**config.mk**
```make
export PLATFORM = sky130hd
export DESIGN_NAME = otm_top
export DESIGN_NICKNAME = d
export VERILOG_FILES = /design/src/verilog/otm_delay.v /design/src/verilog/otm_top.v
export VERILOG_INCLUDE_DIRS = /design/src /design/src/verilog
export SDC_FILE = /design/constraint.sdc
export NUM_CORES = 2
export LEC_CHECK = 0
export BUFFER_PORTS_ARGS = -buffer_cell sky130_fd_sc_hd__buf_2
export CAP_MARGIN = 10
export CORE_ASPECT_RATIO = 1.4
export CORE_MARGIN = 2
export CORE_UTILIZATION = 53
export CTS_CLUSTER_DIAMETER = 50
export DETAILED_ROUTE_END_ITERATION = 10
export MAX_ROUTING_LAYER = met4
export PLACE_DENSITY = 0.81
export SYNTH_ARGS = -nofsm -noshare
export SYNTH_HDL_FRONTEND = slang
export SYNTH_SLANG_ARGS = --single-unit
```
**constraint.sdc**
```tcl
create_clock -name pclk -period 31 [get_ports pclk]
set_input_delay 3.1 -clock pclk [delete_from_list [all_inputs] [get_ports pclk]]
set_output_delay 3.1 -clock pclk [all_outputs]
set_load 0.02 [all_outputs]
```
**src/verilog/otm_defs.vh**
```
// Purpose: constants shared by the output terminal mapper
// Assumes: 32-bit apb data, byte offsets in paddr[7:0]
// Notes:   units: freq in 10 hz, analog in 0.1 %, delay in 0.1 s
`ifndef OTM_DEFS_VH
`define OTM_DEFS_VH
// ==========================================================
// register byte offsets
`define OTM_A_CTRL     8'h00
`define OTM_A_FSEL     8'h04
`define OTM_A_QSEL     8'h08
`define OTM_A_PMAX     8'h0c
`define OTM_A_AO1      8'h10
`define OTM_A_AO2      8'h14
`define OTM_A_DLY_DO1  8'h18
`define OTM_A_DLY_RLY  8'h1c
`define OTM_A_DLY_MUX  8'h20
`define OTM_A_POL      8'h24
`define OTM_A_TSET     8'h28
`define OTM_A_RTHR     8'h2c
`define OTM_A_AVILIM   8'h30
`define OTM_A_TTHR     8'h34
`define OTM_A_STAT     8'h38
// ==========================================================
// field positions
`define OTM_B_MODE     0
`define OTM_B_TEN      1
`define OTM_B_FS_DO1   0
`define OTM_B_FS_RLY   8
`define OTM_B_FS_MUX   16
`define OTM_B_QS_PLS   0
`define OTM_B_QS_AO1   8
`define OTM_B_QS_AO2   16
`define OTM_B_HI       16
`define OTM_B_F10      16
// ==========================================================
// function codes of the digital outputs
`define OTM_FC_TIMING  6'h1e
`define OTM_FC_AVILIM  6'h1f
`define OTM_FC_LDROP   6'h20
`define OTM_FC_REV     6'h21
`define OTM_FC_TEMP    6'h23
`define OTM_FC_LOWLIM  6'h25
`define OTM_FC_WARN    6'h26
`define OTM_FC_RUNT    6'h28
// quantity codes of pulse and analog outputs
`define OTM_Q_RUNF     4'h0
`define OTM_Q_SETF     4'h1
`define OTM_Q_CUR      4'h2
`define OTM_Q_TRQ      4'h3
`define OTM_Q_PWR      4'h4
`define OTM_Q_VOLT     4'h5
`define OTM_Q_LEN      4'ha
`define OTM_Q_CNT      4'hb
`define OTM_MODE_PULSE 1'b0
// ==========================================================
// reset values, limits, scaling
`define OTM_PMAX_RST   14'h1388
`define OTM_PMAX_MIN   14'h0001
`define OTM_PMAX_MAX   14'h2710
`define OTM_GAIN_RST   16'h0064
`define OTM_GAIN_DIV   32'sh00000064
`define OTM_PERMIL     10'h3e8
`define OTM_VOLT_NUM   19'h00006
`define OTM_VOLT_DEN   19'h00005
`define OTM_POL_D0     17'h00001
`define OTM_POL_D1     17'h0000a
`define OTM_POL_D4     17'h02710
`define OTM_POL_BASE   17'h0000a
`define OTM_POL_INV    4'h1
`define OTM_NCO_MUL    13'h10c7
`define OTM_NCO_SH     10
`define OTM_DIV_STEPS  5'h19
`define OTM_CLK_HZ     40000000
`define OTM_TICK_MS    100
`endif

```
**src/verilog/otm_delay.v**
```verilog
// Purpose: one output delay stage in 0.1 s ticks
// Assumes: tick is a one-cycle pulse from the same clock
// Notes:   a zero delay passes the state on the next edge
`timescale 1ns/1ps
`default_nettype none
module otm_delay (
  // clock and reset
  input  wire        pclk,
  input  wire        presetn,
  // timebase and setting
  input  wire        tick,
  input  wire [15:0] dly,
  // state in and out
  input  wire        din,
  output reg         dout_ff
);
  // ========================================================
  // delay counter
  reg [15:0] cnt_ff;
  // a state that flips back before expiry clears the count
  always @(posedge pclk or negedge presetn) begin
    if (!presetn) begin
      cnt_ff  <= 16'h0000;
      dout_ff <= 1'b0;
    end else if (din == dout_ff) begin
      cnt_ff <= 16'h0000;
    end else if (cnt_ff >= dly) begin
      dout_ff <= din;
      cnt_ff  <= 16'h0000;
    end else if (tick) begin
      cnt_ff <= cnt_ff + 16'h0001;
    end
  end
endmodule // otm_delay
`default_nettype wire

```
**src/verilog/otm_top.v**
```verilog
// Purpose: programmable output terminals of a drive
// Assumes: status inputs come from drive-core logic on pclk
// Notes:   analog outputs are commands in 0.1 % (1000 = 10 v)
//
// Summary of operation
// - code 30: run time reached timing set
// - code 31: analog input one outside limits
// - code 32: load dropped
// - code 33: motor running in reverse
// - code 35: heatsink reached threshold temperature
// - code 37: lower limit reached, or stopped
// - code 38: fault with keep-running handling
// - code 40: run time exceeds threshold
// - mode 0 pulse, mode 1 switch
// - switch mode uses function code selection
// - pulse maximum settable 0.01 to 100 khz
// - maximum is full scale, resets 50 khz
// - frequencies scale to max output frequency
// - current, torque, power scale to double rated
// - voltage scales to 1.2 times rated
// - length and count scale to maxima
// - analog command is gain times value plus offset
// - offset of 100 % means 10 v
// - separate delay for each switched terminal
// - polarity digits: ones, tens, ten-thousands
// - digit 0: closed when active
// - digit 1: open when active
//
// Local design decisions: the APB register port and the register addresses.
`timescale 1ns/1ps
`default_nettype none
`include "otm_defs.vh"
module otm_top #(
  parameter TICK_CYC = `OTM_CLK_HZ / 1000 * `OTM_TICK_MS
) (
  // clock and reset
  input  wire        pclk,
  input  wire        presetn,
  // apb slave
  input  wire        psel,
  input  wire        penable,
  input  wire        pwrite,
  input  wire [7:0]  paddr,
  input  wire [31:0] pwdata,
  output reg  [31:0] prdata_ff,
  output reg         pready_ff,
  output reg         pslverr_ff,
  // drive-core status
  input  wire [15:0] run_time,
  input  wire [15:0] analog_input_one,
  input  wire        load_drop,
  input  wire        reverse_run,
  input  wire [15:0] heatsink_temp,
  input  wire        drive_running,
  input  wire        fault_keep_run,
  input  wire [15:0] run_freq,
  input  wire [15:0] set_freq,
  input  wire [15:0] lower_limit_freq,
  input  wire [15:0] max_freq,
  // drive-core quantities and their references
  input  wire [15:0] out_current,
  input  wire [15:0] rated_current,
  input  wire [15:0] out_torque,
  input  wire [15:0] rated_torque,
  input  wire [15:0] out_power,
  input  wire [15:0] rated_power,
  input  wire [15:0] out_voltage,
  input  wire [15:0] rated_voltage,
  input  wire [15:0] length_meas,
  input  wire [15:0] length_max,
  input  wire [15:0] count_val,
  input  wire [15:0] count_max,
  // terminals, high = contact closed
  output reg         first_digital_output_ff,
  output reg         main_relay_output_ff,
  output reg         multiplexed_output_terminal_ff,
  output reg  [9:0]  analog_output_one_ff,
  output reg  [9:0]  analog_output_two_ff
);
  localparam [1:0] ST_IDLE = 2'b00;
  localparam [1:0] ST_RUN  = 2'b01;
  // ========================================================
  // configuration registers
  reg        mode_ff;
  reg        timing_en_ff;
  reg [5:0]  fs_do1_ff;
  reg [5:0]  fs_rly_ff;
  reg [5:0]  fs_mux_ff;
  reg [3:0]  qs_pls_ff;
  reg [3:0]  qs_ao1_ff;
  reg [3:0]  qs_ao2_ff;
  reg [13:0] pmax_ff;
  reg [15:0] gain1_ff;
  reg [15:0] off1_ff;
  reg [15:0] gain2_ff;
  reg [15:0] off2_ff;
  reg [15:0] dly_do1_ff;
  reg [15:0] dly_rly_ff;
  reg [15:0] dly_mux_ff;
  reg [16:0] pol_ff;
  reg [15:0] tset_ff;
  reg [15:0] rthr_ff;
  reg [15:0] avi_lo_ff;
  reg [15:0] avi_hi_ff;
  reg [15:0] tthr_ff;
  // ========================================================
  // functions
  // condition selected by a digital function code
  function otm_cond;
    input [5:0] fc;
    begin
      case (fc)
        `OTM_FC_TIMING: otm_cond = timing_en_ff & (run_time >= tset_ff);
        `OTM_FC_AVILIM: otm_cond = (analog_input_one > avi_hi_ff) |
                                   (analog_input_one < avi_lo_ff);
        `OTM_FC_LDROP:  otm_cond = load_drop;
        `OTM_FC_REV:    otm_cond = reverse_run;
        `OTM_FC_TEMP:   otm_cond = heatsink_temp >= tthr_ff;
        `OTM_FC_LOWLIM: otm_cond = ~drive_running | (run_freq <= lower_limit_freq);
        `OTM_FC_WARN:   otm_cond = fault_keep_run;
        `OTM_FC_RUNT:   otm_cond = run_time > rthr_ff;
        default:        otm_cond = 1'b0;
      endcase
    end
  endfunction
  // {full scale, value} of a quantity code
  function [32:0] otm_quant;
    input [3:0] qs;
    reg   [18:0] v12;
    begin
      v12 = ({3'h0, rated_voltage} * `OTM_VOLT_NUM) / `OTM_VOLT_DEN;
      case (qs)
        `OTM_Q_RUNF: otm_quant = {1'b0, max_freq, run_freq};
        `OTM_Q_SETF: otm_quant = {1'b0, max_freq, set_freq};
        `OTM_Q_CUR:  otm_quant = {rated_current, 1'b0, out_current};
        `OTM_Q_TRQ:  otm_quant = {rated_torque, 1'b0, out_torque};
        `OTM_Q_PWR:  otm_quant = {rated_power, 1'b0, out_power};
        `OTM_Q_VOLT: otm_quant = {v12[16:0], out_voltage};
        `OTM_Q_LEN:  otm_quant = {1'b0, length_max, length_meas};
        `OTM_Q_CNT:  otm_quant = {1'b0, count_max, count_val};
        default:     otm_quant = 33'h000000000;
      endcase
    end
  endfunction
  // corrected analog command y = k*x + b, clamped to 0..100 %
  function [9:0] otm_scale;
    input [9:0]  x;
    input [15:0] k;
    input [15:0] b;
    reg signed [31:0] t;
    begin
      t = ($signed(k) * $signed({22'h000000, x})) / `OTM_GAIN_DIV;
      t = t + $signed(b);
      if (t < 0)
        otm_scale = 10'h000;
      else if (t > $signed({22'h000000, `OTM_PERMIL}))
        otm_scale = `OTM_PERMIL;
      else
        otm_scale = t[9:0];
    end
  endfunction
  // polarity digit set means the contact opens when active
  function otm_inv;
    input [16:0] div;
    reg   [16:0] d;
    begin
      d = (pol_ff / div) % `OTM_POL_BASE;
      otm_inv = (d[3:0] == `OTM_POL_INV);
    end
  endfunction
  // ========================================================
  // apb decode
  wire setup = psel & ~penable;
  wire wr    = psel & penable & pwrite & pready_ff;
  reg  [31:0] rd_data;
  reg         rd_hit;
  reg  [13:0] f10_ff;
  wire        d_do1;
  wire        d_rly;
  wire        d_mux;
  reg         c_do1_ff;
  reg         c_rly_ff;
  reg         c_mux_ff;
  // read mux, unmapped offsets answer zero with an error
  always @* begin
    rd_hit  = 1'b1;
    rd_data = 32'h00000000;
    case (paddr)
      `OTM_A_CTRL:    rd_data = {30'h0, timing_en_ff, mode_ff};
      `OTM_A_FSEL:    rd_data = {10'h0, fs_mux_ff, 2'h0, fs_rly_ff, 2'h0, fs_do1_ff};
      `OTM_A_QSEL:    rd_data = {12'h0, qs_ao2_ff, 4'h0, qs_ao1_ff, 4'h0, qs_pls_ff};
      `OTM_A_PMAX:    rd_data = {18'h0, pmax_ff};
      `OTM_A_AO1:     rd_data = {off1_ff, gain1_ff};
      `OTM_A_AO2:     rd_data = {off2_ff, gain2_ff};
      `OTM_A_DLY_DO1: rd_data = {16'h0, dly_do1_ff};
      `OTM_A_DLY_RLY: rd_data = {16'h0, dly_rly_ff};
      `OTM_A_DLY_MUX: rd_data = {16'h0, dly_mux_ff};
      `OTM_A_POL:     rd_data = {15'h0, pol_ff};
      `OTM_A_TSET:    rd_data = {16'h0, tset_ff};
      `OTM_A_RTHR:    rd_data = {16'h0, rthr_ff};
      `OTM_A_AVILIM:  rd_data = {avi_hi_ff, avi_lo_ff};
      `OTM_A_TTHR:    rd_data = {16'h0, tthr_ff};
      `OTM_A_STAT:    rd_data = {2'h0, f10_ff, 9'h0, c_mux_ff, c_rly_ff, c_do1_ff,
                                 1'b0, d_mux, d_rly, d_do1};
      default:        rd_hit  = 1'b0;
    endcase
  end
  // read data is latched in the setup cycle so it comes from a flop
  always @(posedge pclk or negedge presetn) begin
    if (!presetn) begin
      prdata_ff  <= 32'h00000000;
      pready_ff  <= 1'b0;
      pslverr_ff <= 1'b0;
    end else begin
      pready_ff <= 1'b1;
      if (setup) begin
        prdata_ff  <= rd_data;
        pslverr_ff <= ~rd_hit;
      end
    end
  end
  // ========================================================
  // register writes
  always @(posedge pclk or negedge presetn) begin
    if (!presetn) begin
      mode_ff      <= `OTM_MODE_PULSE;
      timing_en_ff <= 1'b0;
      fs_do1_ff    <= 6'h00;
      fs_rly_ff    <= 6'h00;
      fs_mux_ff    <= 6'h00;
      qs_pls_ff    <= 4'h0;
      qs_ao1_ff    <= 4'h0;
      qs_ao2_ff    <= 4'h0;
      pmax_ff      <= `OTM_PMAX_RST;
      gain1_ff     <= `OTM_GAIN_RST;
      off1_ff      <= 16'h0000;
      gain2_ff     <= `OTM_GAIN_RST;
      off2_ff      <= 16'h0000;
      dly_do1_ff   <= 16'h0000;
      dly_rly_ff   <= 16'h0000;
      dly_mux_ff   <= 16'h0000;
      pol_ff       <= 17'h00000;
      tset_ff      <= 16'h0000;
      rthr_ff      <= 16'h0000;
      avi_lo_ff    <= 16'h0000;
      avi_hi_ff    <= 16'hffff;
      tthr_ff      <= 16'hffff;
    end else if (wr) begin
      case (paddr)
        `OTM_A_CTRL: begin
          mode_ff      <= pwdata[`OTM_B_MODE];
          timing_en_ff <= pwdata[`OTM_B_TEN];
        end
        `OTM_A_FSEL: begin
          fs_do1_ff <= pwdata[`OTM_B_FS_DO1 +: 6];
          fs_rly_ff <= pwdata[`OTM_B_FS_RLY +: 6];
          fs_mux_ff <= pwdata[`OTM_B_FS_MUX +: 6];
        end
        `OTM_A_QSEL: begin
          qs_pls_ff <= pwdata[`OTM_B_QS_PLS +: 4];
          qs_ao1_ff <= pwdata[`OTM_B_QS_AO1 +: 4];
          qs_ao2_ff <= pwdata[`OTM_B_QS_AO2 +: 4];
        end
        // out-of-range maxima are clamped to the settable span
        `OTM_A_PMAX: begin
          if (pwdata[31:0] > {18'h0, `OTM_PMAX_MAX})
            pmax_ff <= `OTM_PMAX_MAX;
          else if (pwdata[13:0] < `OTM_PMAX_MIN)
            pmax_ff <= `OTM_PMAX_MIN;
          else
            pmax_ff <= pwdata[13:0];
        end
        `OTM_A_AO1: begin
          gain1_ff <= pwdata[15:0];
          off1_ff  <= pwdata[`OTM_B_HI +: 16];
        end
        `OTM_A_AO2: begin
          gain2_ff <= pwdata[15:0];
          off2_ff  <= pwdata[`OTM_B_HI +: 16];
        end
        `OTM_A_DLY_DO1: dly_do1_ff <= pwdata[15:0];
        `OTM_A_DLY_RLY: dly_rly_ff <= pwdata[15:0];
        `OTM_A_DLY_MUX: dly_mux_ff <= pwdata[15:0];
        `OTM_A_POL:     pol_ff     <= pwdata[16:0];
        `OTM_A_TSET:    tset_ff    <= pwdata[15:0];
        `OTM_A_RTHR:    rthr_ff    <= pwdata[15:0];
        `OTM_A_AVILIM: begin
          avi_lo_ff <= pwdata[15:0];
          avi_hi_ff <= pwdata[`OTM_B_HI +: 16];
        end
        `OTM_A_TTHR:    tthr_ff    <= pwdata[15:0];
        default: ;
      endcase
    end
  end
  // ========================================================
  // shared serial divider: value * 1000 / full scale per channel
  // one divider serves three channels to save area; each result
  // refreshes every third pass, 81 cycles
  reg [1:0]  st_ff;
  reg [1:0]  ch_ff;
  reg [4:0]  step_ff;
  reg [25:0] num_ff;
  reg [16:0] den_ff;
  reg [16:0] rem_ff;
  reg [9:0]  frac_ff [0:2];
  reg [3:0]  ld_sel;
  reg [32:0] ld_q;
  wire [17:0] trial = {rem_ff, num_ff[25]};
  wire        qbit  = (trial >= {1'b0, den_ff});
  wire [25:0] quo   = {num_ff[24:0], qbit};
  always @* begin
    case (ch_ff)
      2'h0:    ld_sel = qs_pls_ff;
      2'h1:    ld_sel = qs_ao1_ff;
      default: ld_sel = qs_ao2_ff;
    endcase
    ld_q = otm_quant(ld_sel);
  end
  always @(posedge pclk or negedge presetn) begin
    if (!presetn) begin
      st_ff      <= ST_IDLE;
      ch_ff      <= 2'h0;
      step_ff    <= 5'h00;
      num_ff     <= 26'h0000000;
      den_ff     <= 17'h00000;
      rem_ff     <= 17'h00000;
      frac_ff[0] <= 10'h000;
      frac_ff[1] <= 10'h000;
      frac_ff[2] <= 10'h000;
    end else begin
      case (st_ff)
        ST_IDLE: begin
          num_ff  <= {10'h000, ld_q[15:0]} * {16'h0000, `OTM_PERMIL};
          den_ff  <= ld_q[32:16];
          rem_ff  <= 17'h00000;
          step_ff <= 5'h00;
          st_ff   <= ST_RUN;
        end
        ST_RUN: begin
          num_ff <= quo;
          rem_ff <= qbit ? (trial[16:0] - den_ff) : trial[16:0];
          step_ff <= step_ff + 5'h01;
          if (step_ff == `OTM_DIV_STEPS) begin
            // zero reference gives zero; overrange saturates
            if (den_ff == 17'h00000)
              frac_ff[ch_ff] <= 10'h000;
            else if (quo > {16'h0000, `OTM_PERMIL})
              frac_ff[ch_ff] <= `OTM_PERMIL;
            else
              frac_ff[ch_ff] <= quo[9:0];
            ch_ff <= (ch_ff == 2'h2) ? 2'h0 : ch_ff + 2'h1;
            st_ff <= ST_IDLE;
          end
        end
        default: st_ff <= ST_IDLE;
      endcase
    end
  end
  // ========================================================
  // pulse frequency generator (phase accumulator)
  reg [23:0] pls_prod_ff;
  reg [16:0] inc_ff;
  reg [23:0] acc_ff;
  wire [26:0] inc_prod = {13'h0000, f10_ff} * {14'h0000, `OTM_NCO_MUL};
  wire [23:0] f10_raw  = pls_prod_ff / {14'h0000, `OTM_PERMIL};
  // floor at the lowest settable frequency so the output never stalls
  always @(posedge pclk or negedge presetn) begin
    if (!presetn) begin
      pls_prod_ff <= 24'h000000;
      f10_ff      <= `OTM_PMAX_MIN;
      inc_ff      <= 17'h00000;
      acc_ff      <= 24'h000000;
    end else begin
      pls_prod_ff <= {14'h0000, frac_ff[0]} * {10'h000, pmax_ff};
      f10_ff      <= (f10_raw[13:0] < `OTM_PMAX_MIN) ? `OTM_PMAX_MIN : f10_raw[13:0];
      inc_ff      <= inc_prod[`OTM_NCO_SH +: 17];
      acc_ff      <= acc_ff + {7'h00, inc_ff};
    end
  end
  // ========================================================
  // analog commands
  always @(posedge pclk or negedge presetn) begin
    if (!presetn) begin
      analog_output_one_ff <= 10'h000;
      analog_output_two_ff <= 10'h000;
    end else begin
      analog_output_one_ff <= otm_scale(frac_ff[1], gain1_ff, off1_ff);
      analog_output_two_ff <= otm_scale(frac_ff[2], gain2_ff, off2_ff);
    end
  end
  // ========================================================
  // digital conditions and 0.1 s timebase
  reg [22:0] tick_cnt_ff;
  reg        tick_ff;
  always @(posedge pclk or negedge presetn) begin
    if (!presetn) begin
      c_do1_ff    <= 1'b0;
      c_rly_ff    <= 1'b0;
      c_mux_ff    <= 1'b0;
      tick_cnt_ff <= 23'h000000;
      tick_ff     <= 1'b0;
    end else begin
      c_do1_ff <= otm_cond(fs_do1_ff);
      c_rly_ff <= otm_cond(fs_rly_ff);
      c_mux_ff <= (mode_ff != `OTM_MODE_PULSE) & otm_cond(fs_mux_ff);
      tick_ff  <= (tick_cnt_ff == TICK_CYC[22:0] - 23'h000001);
      if (tick_cnt_ff == TICK_CYC[22:0] - 23'h000001)
        tick_cnt_ff <= 23'h000000;
      else
        tick_cnt_ff <= tick_cnt_ff + 23'h000001;
    end
  end
  // ========================================================
  // delay stages
  otm_delay u_dly_do1 (
    .pclk    (pclk),
    .presetn (presetn),
    .tick    (tick_ff),
    .dly     (dly_do1_ff),
    .din     (c_do1_ff),
    .dout_ff (d_do1)
  );
  otm_delay u_dly_rly (
    .pclk    (pclk),
    .presetn (presetn),
    .tick    (tick_ff),
    .dly     (dly_rly_ff),
    .din     (c_rly_ff),
    .dout_ff (d_rly)
  );
  otm_delay u_dly_mux (
    .pclk    (pclk),
    .presetn (presetn),
    .tick    (tick_ff),
    .dly     (dly_mux_ff),
    .din     (c_mux_ff),
    .dout_ff (d_mux)
  );
  // ========================================================
  // polarity after the delay, then terminal drive
  always @(posedge pclk or negedge presetn) begin
    if (!presetn) begin
      first_digital_output_ff        <= 1'b0;
      main_relay_output_ff           <= 1'b0;
      multiplexed_output_terminal_ff <= 1'b0;
    end else begin
      first_digital_output_ff <= d_do1 ^ otm_inv(`OTM_POL_D0);
      main_relay_output_ff    <= d_rly ^ otm_inv(`OTM_POL_D1);
      if (mode_ff == `OTM_MODE_PULSE)
        multiplexed_output_terminal_ff <= acc_ff[23];
      else
        multiplexed_output_terminal_ff <= d_mux ^ otm_inv(`OTM_POL_D4);
    end
  end
endmodule // otm_top
`default_nettype wire

```
; ---- After elaboration in Yosys (flattened, before gate mapping)
; Cells that the tools add are included.
[classes]
n_addsub = 10
mul = 6
n_div = 9
n_lt_le_gt_ge = 20
n_eq_ne = 57
n_shift = 0
muxes = 37
bitwise = 23
reduce_logical = 29
[op_table]
columns = cell, n
row1 = $pmux 32 s15, 1
row2 = $pmux 33 s8, 1
row3 = $mux 16, 9
row4 = $eq 6x6->1 const B, 18
row5 = $ge 16x16->1, 5
row6 = $add 32x16->32, 2
row7 = $div 32x8->32 const B, 2
row8 = $gt 32x11->1 const B, 2
row9 = $lt 32x1->1 const B, 2
row10 = $mux 30, 2
row11 = $eq 8x6->1 const B, 7
row12 = $mul 16x11->27, 2
row13 = $pmux 26 s2, 1
row14 = $mod 17x4->17 const B, 3
row15 = $mux 10, 5
row16 = $add 16x1->16 const B, 3
row17 = $mux 14, 3
row18 = $eq 6x5->1 const B, 6
row19 = $reduce_and 2->1, 18
row20 = $pmux 17 s2, 1
row21 = $eq 8x5->1 const B, 4
row22 = $gt 16x16->1, 2
row23 = $gt 32x14->1 const B, 1
row24 = $and 30x30->30, 1
row25 = other kinds (59), 90
[totals]
reg_bits = 568
latchBits = 0
mem_bits_rw = 0
mem_bits_ro = 0
in_bits = 353
output_inout_bits = 57
word_cells = 245
n_memories = 0

; ---- Depth between registers and ports, before layout
[logic_depth]
depth_word = 9
depth_mapped = 121

; ---- Modules after synthesis
; A second synthesis with hierarchy kept.
[unflattened]
cells_unflattened = 8536
area_unflattened_um2 = 73015.0
[modules_own_cells]
columns = module, instances, cells_each, area_each_um2
row1 = otm_top, 1, 8134, 69175.1
row2 = otm_delay, 3, 134, 1280.0

; ---- Worst setup path after synthesis
; Ideal clock, no wire load.
[synth_path]
path_kind = reg2reg
from = reg frac_ff[14] (netlist name)
to = reg analog_output_one_ff[4]
setup_time_ps = 96
t_arrival_ps = 24103
required_ps = 30904
slack_ps = 6801
stages_incl_launch_ff = 107
path_buffers = 10
synth_period_minus_slack_ps = 24199
path_cell_list = dfrtp_1 -> clkbuf_1 -> clkbuf_1 -> nand2_1 -> fa_1 -> fa_1 -> fa_1 -> inv_1 -> fa_1 -> inv_1 -> fa_1 -> inv_1 -> ha_1 -> buf_2 -> a211o_1 -> a211o_1 -> buf_6 -> a311o_1 -> [71 not listed] -> o21a_1 -> o21a_1 -> o21a_1 -> o21a_1 -> o21a_1 -> o21a_1 -> o21a_1 -> o21a_1 -> o21a_1 -> o21a_1 -> o21a_1 -> o21a_1 -> o21a_1 -> o21a_1 -> or3_1 -> a2111oi_0 -> nand3_1 -> nor4b_2
[synth_via]
elab_chain_cells = 6
[synth_lines]
columns = element, line_no
row1 = start: declaration, otm_top.v:306  ; reg [9:0] frac_ff [0:2];
row2 = start signal: indexed assignment, otm_top.v:349  ; frac_ff[ch_ff] <= `OTM_PERMIL;
row3 = start signal: indexed assignment, otm_top.v:351  ; frac_ff[ch_ff] <= quo[9:0];
row4 = $mul 16x11->27 *, otm_top.v:152  ; t = ($signed(k) * $signed({22'h000000, x})) / `OTM_GAIN_DIV;
row5 = $div 32x8->32 (no source line) *, -
row6 = $add 32x16->32 *, otm_top.v:153  ; t = t + $signed(b);
row7 = $gt 32x11->1, otm_top.v:156  ; else if (t > $signed({22'h000000, `OTM_PERMIL}))
row8 = $mux 10, otm_top.v:156
row9 = $mux 10 *, otm_top.v:154  ; if (t < 0)
row10 = end signal: assignment, otm_top.v:388  ; analog_output_one_ff <= otm_scale(frac_ff[1], gain1_ff, off1_ff);
row11 = end: declaration, otm_top.v:77  ; output reg [9:0] analog_output_one_ff,
; Every way passes the cells marked *; elsewhere a longest branch is shown, timed or not.
; A chain may end at the register's enable or synchronous reset.

; ---- Worst setup path in the final report
[layout_path]
from = reg frac_ff[12] (netlist name)
to = reg analog_output_one_ff[6]
; The elaborated chain is that of the path after synthesis.

==> impl_metrics.csv <==
group,metric,value,unit
synthesis,yosysSeqAreaShare,19.5,%
synthesis,ys_ff_latch,564,
floorplanning,start_util,53.4,%
pwr,power.density,37.6,nW/um^2
setup_path,required,31510,ps
setup_path,crit_path_max_fanout,35,
status,status,"completed",
routing,routed_wl,236,mm
synthesis,syn_nets,9922,
synthesis,synth_top_flop_cell,"dfrtp_1",
routing,post-route-drc-count,0,
routing,routed_via_density,6.27,
layout,final_util,57.7,%
grt,antenna_found_initial,50,
floorplanning,coreArea,136000,sq um
synthesis,yosysUniqueCellTypes,154,
clock_network,htreeDepth,3,
setup_path,ff2ff_path_depth,99,
setup_path,crit_type,"reg2reg",
setup_path,path_depth,99,
grt,first_global_vias,66200,
timing,fmax,35.2,MHz
setup_path,end_kind,"register",
synthesis,syn_area,72500,sq um
clock_network,clkTransAtPathRegs,60,ps
timing,grt_setup_unrepaired,"false",
setup_path,start_kind,"register",
timing,final_max_slew_viol_count,0,
routing,ant_nets,0,
floorplanning,io_pins,410,
clock_network,cts_hold_buf,0,
timing,tightest_slew,1370,ps
run,drv_cap,0,
grt,grt_max_degree,183,
hold_path,whs_path_depth,1,
floorplanning,fp.dieH,442,um
pwr,p_leak,37.7,nW
grt,grtUsageTotal,34.2,%
timing,setup_viol,0,
placed_design,port_buffers,409,
clock_network,cts_buffer_depth,3,
synthesis,yosysTopAreaCell,"dfrtp_1",
setup_path,cpPeakStageDelay,890,ps
timing,min_period_over_period,91.8,%
pwr,ir_drop,0.198,mV
grt,grt_overflow,0,
routing,initialDrtViolationCount,5706,
clock_network,root_buffer,"clkbuf_16",
synthesis,syn_area_per_cell,8.54,sq um
placed_design,dpl.hpwl,189,mm
grt,grt_pass1_wl,368,mm
layout,fin_nets,10100,
synthesis,yosys_warnings,0,
clock_network,tritoncts,"yes",
clock_network,worstSkewPairLatency,680,ps
synthesis,synth_top_area_share,17.9,%
timing,post-route-min-period,28450,ps
timing,setup_ws,2550,ps
routing,vias,66200,
floorplanning,chipWidth,317,um
synthesis,syn_inst,8495,
clock_network,clock_sinks,564,
routing,drt-pass1-iter-count,10,
synthesis,synth-edff-count,0,
layout,drive_above_1_share,12.2,%
setup_path,worst-path-buf-inv,5,
setup_path,crit_slowest_cell,"a21oi_1",
synthesis,synthArstFlopShare,100,%
clock_network,cts_resized,0,
clock_network,post_cts_buffers,0,
timing,setup_tns,0,ps
timing,max_slew_margin,8.60,%
timing,finalHoldViolations,0,
clock_network,cts_buffers,66,
setup_path,critical-path-top-cell-by-count,"o21a_1",
floorplanning,row_count,160,
routing,wire_per_inst,22.3,um
setup_path,crit_family,"compound AO/OA/AOI/OAI gates",
timing,skew,54.9,ps
hold_path,hold_path_class,"reg2reg",
layout,area_growth,8.04,%
placed_design,place.gp.congestion,1.09,
floorplanning,dieArea,140000,sq um
synthesis,synth.area.top_cells,"dfrtp_1 (18%), fa_1 (13%), ha_1 (10%), inv_1 (4.8%), nand2_1 (4.1%)",
setup_path,cp.arrival,28960,ps
placed_design,pre_cts_slack,3130,ps
-- per-stage QoR --
| step | total power, W | hold slack [ps] | cell area (sq um) | std cells |
|---|---|---|---|---|
| 6_report | 0.00295 | 472 | 78400 | 10600 |
| 5_1_grt | 0.00314 | 487 | 78400 | 10600 |
| 4_1_cts | 0.00294 | 473 | 78200 | 10500 |
| 3_5_place_dp | 0.00209 | 458 | 75800 | 10400 |
| 3_3_place_gp | 0.00204 | 448 | 75800 | 10400 |
| 2_1_floorplan | 0.00182 | 434 | 72500 | 8495 |
-- state kept, by name, indices dropped and copies added (netlist names), 17 cells and up --
| register | cells |
|---|---|
| tick_cnt_ff | 23 |
| acc_ff | 24 |
| inc_ff | 17 |
| num_ff | 26 |
| prdata_ff | 32 |
| den_ff | 17 |
| pol_ff | 17 |
| pls_prod_ff | 21 |
| frac_ff | 30 |
| rem_ff | 17 |
-- worst reg2reg max path, delay by kind of cell, from the launching register on --
family | cells | cell delay, ps
AO/OA/AOI/OAI | 56 | 15740
AND/OR/NAND/NOR | 25 | 5900
adder cells (fa/ha/maj) | 8 | 3880
multiplexers | 2 | 900
flip-flops | 1 | 690
buffers and inverters | 5 | 630
XOR/XNOR | 3 | 480
-- cells in the mapped netlist (111+ instances only) --
cell      number
xnor2_1      326
a21o_1       122
ha_1         594
dfrtp_1      520
inv_1        928
mux2_2       216
and2_1       287
fa_1         480
xor2_1       147
o21ai_0      403
nand2_1      797
mux2i_1      111
nor3_1       169
nand3_1      175
nor2_1       511
a21oi_1      446
clkbuf_1     308
-- cells in the final DEF, fill, tap and decap left out, drive strengths merged, types with 177 or more instances in the layout --
cell     n
dfrtp  520
o21ai  442
buf    462
a21oi  459
inv    935
nor2   517
and2   292
nand2  798
mux2   218
xnor2  333
ha     594
fa     480
nand3  177
-- power by group --
group,switching [W],internal (W)
logic,0.000755,0.000535
registers,0.0000321,0.000780
clock network,0.000365,0.000483
-- final timing paths --
| path | start | end | slack (ps) |
|---|---|---|---|
| setup / recovery | frac_ff[12]$_DFFE_PN0P_ | analog_output_one_ff[6]$_DFF_PN0_ | 2550 |
| hold / removal | tick_cnt_ff[6]$_DFF_PN0_ | tick_cnt_ff[6]$_DFF_PN0_ | 470 |
| setup reg to reg | frac_ff[12]$_DFFE_PN0P_ | analog_output_one_ff[6]$_DFF_PN0_ | 2550 |
| hold reg to reg | tick_cnt_ff[6]$_DFF_PN0_ | tick_cnt_ff[6]$_DFF_PN0_ | 470 |
| max in group asynchronous | presetn | tset_ff[14]$_DFFE_PN0P_ | 26070 |
| min in group asynchronous | presetn | tick_cnt_ff[14]$_DFF_PN0_ | 2450 |
-- area by class of cell --
type,count,area [sq um]
Timing Repair Buffer,462,2460
Clock inverter,42,647
Inverter,930,3490
Multi-Input combinational cell,6632,53500
Antenna cell,65,163
Tap cell,1782,2230
Fill cell,11700,57500
Clock buffer,79,1760
Sequential cell,564,14200
-- metal layers --
metal	track usage, %	vias up	wire [um]
met5	-	-	0
met4	24.6	0	19500
met3	7.22	848	19300
met2	55.1	3104	112000
met1	37.4	32000	85100
li1	-	30200	-
-- logic make-up after synthesis --
| kind of cell | count (synthesis) | synth area share, % |
|---|---|---|
| simple gates | 2568 | 17.6 |
| compound gates | 2127 | 20.5 |
| buf+inv | 1299 | 6.86 |
| fa+ha+maj | 1097 | 23.8 |
| flops | 564 | 19.5 |
| xor+xnor | 482 | 5.92 |
| mux | 357 | 5.78 |
| other cells | 1 | 0.00517 |
(Power assumes the default switching activity.)
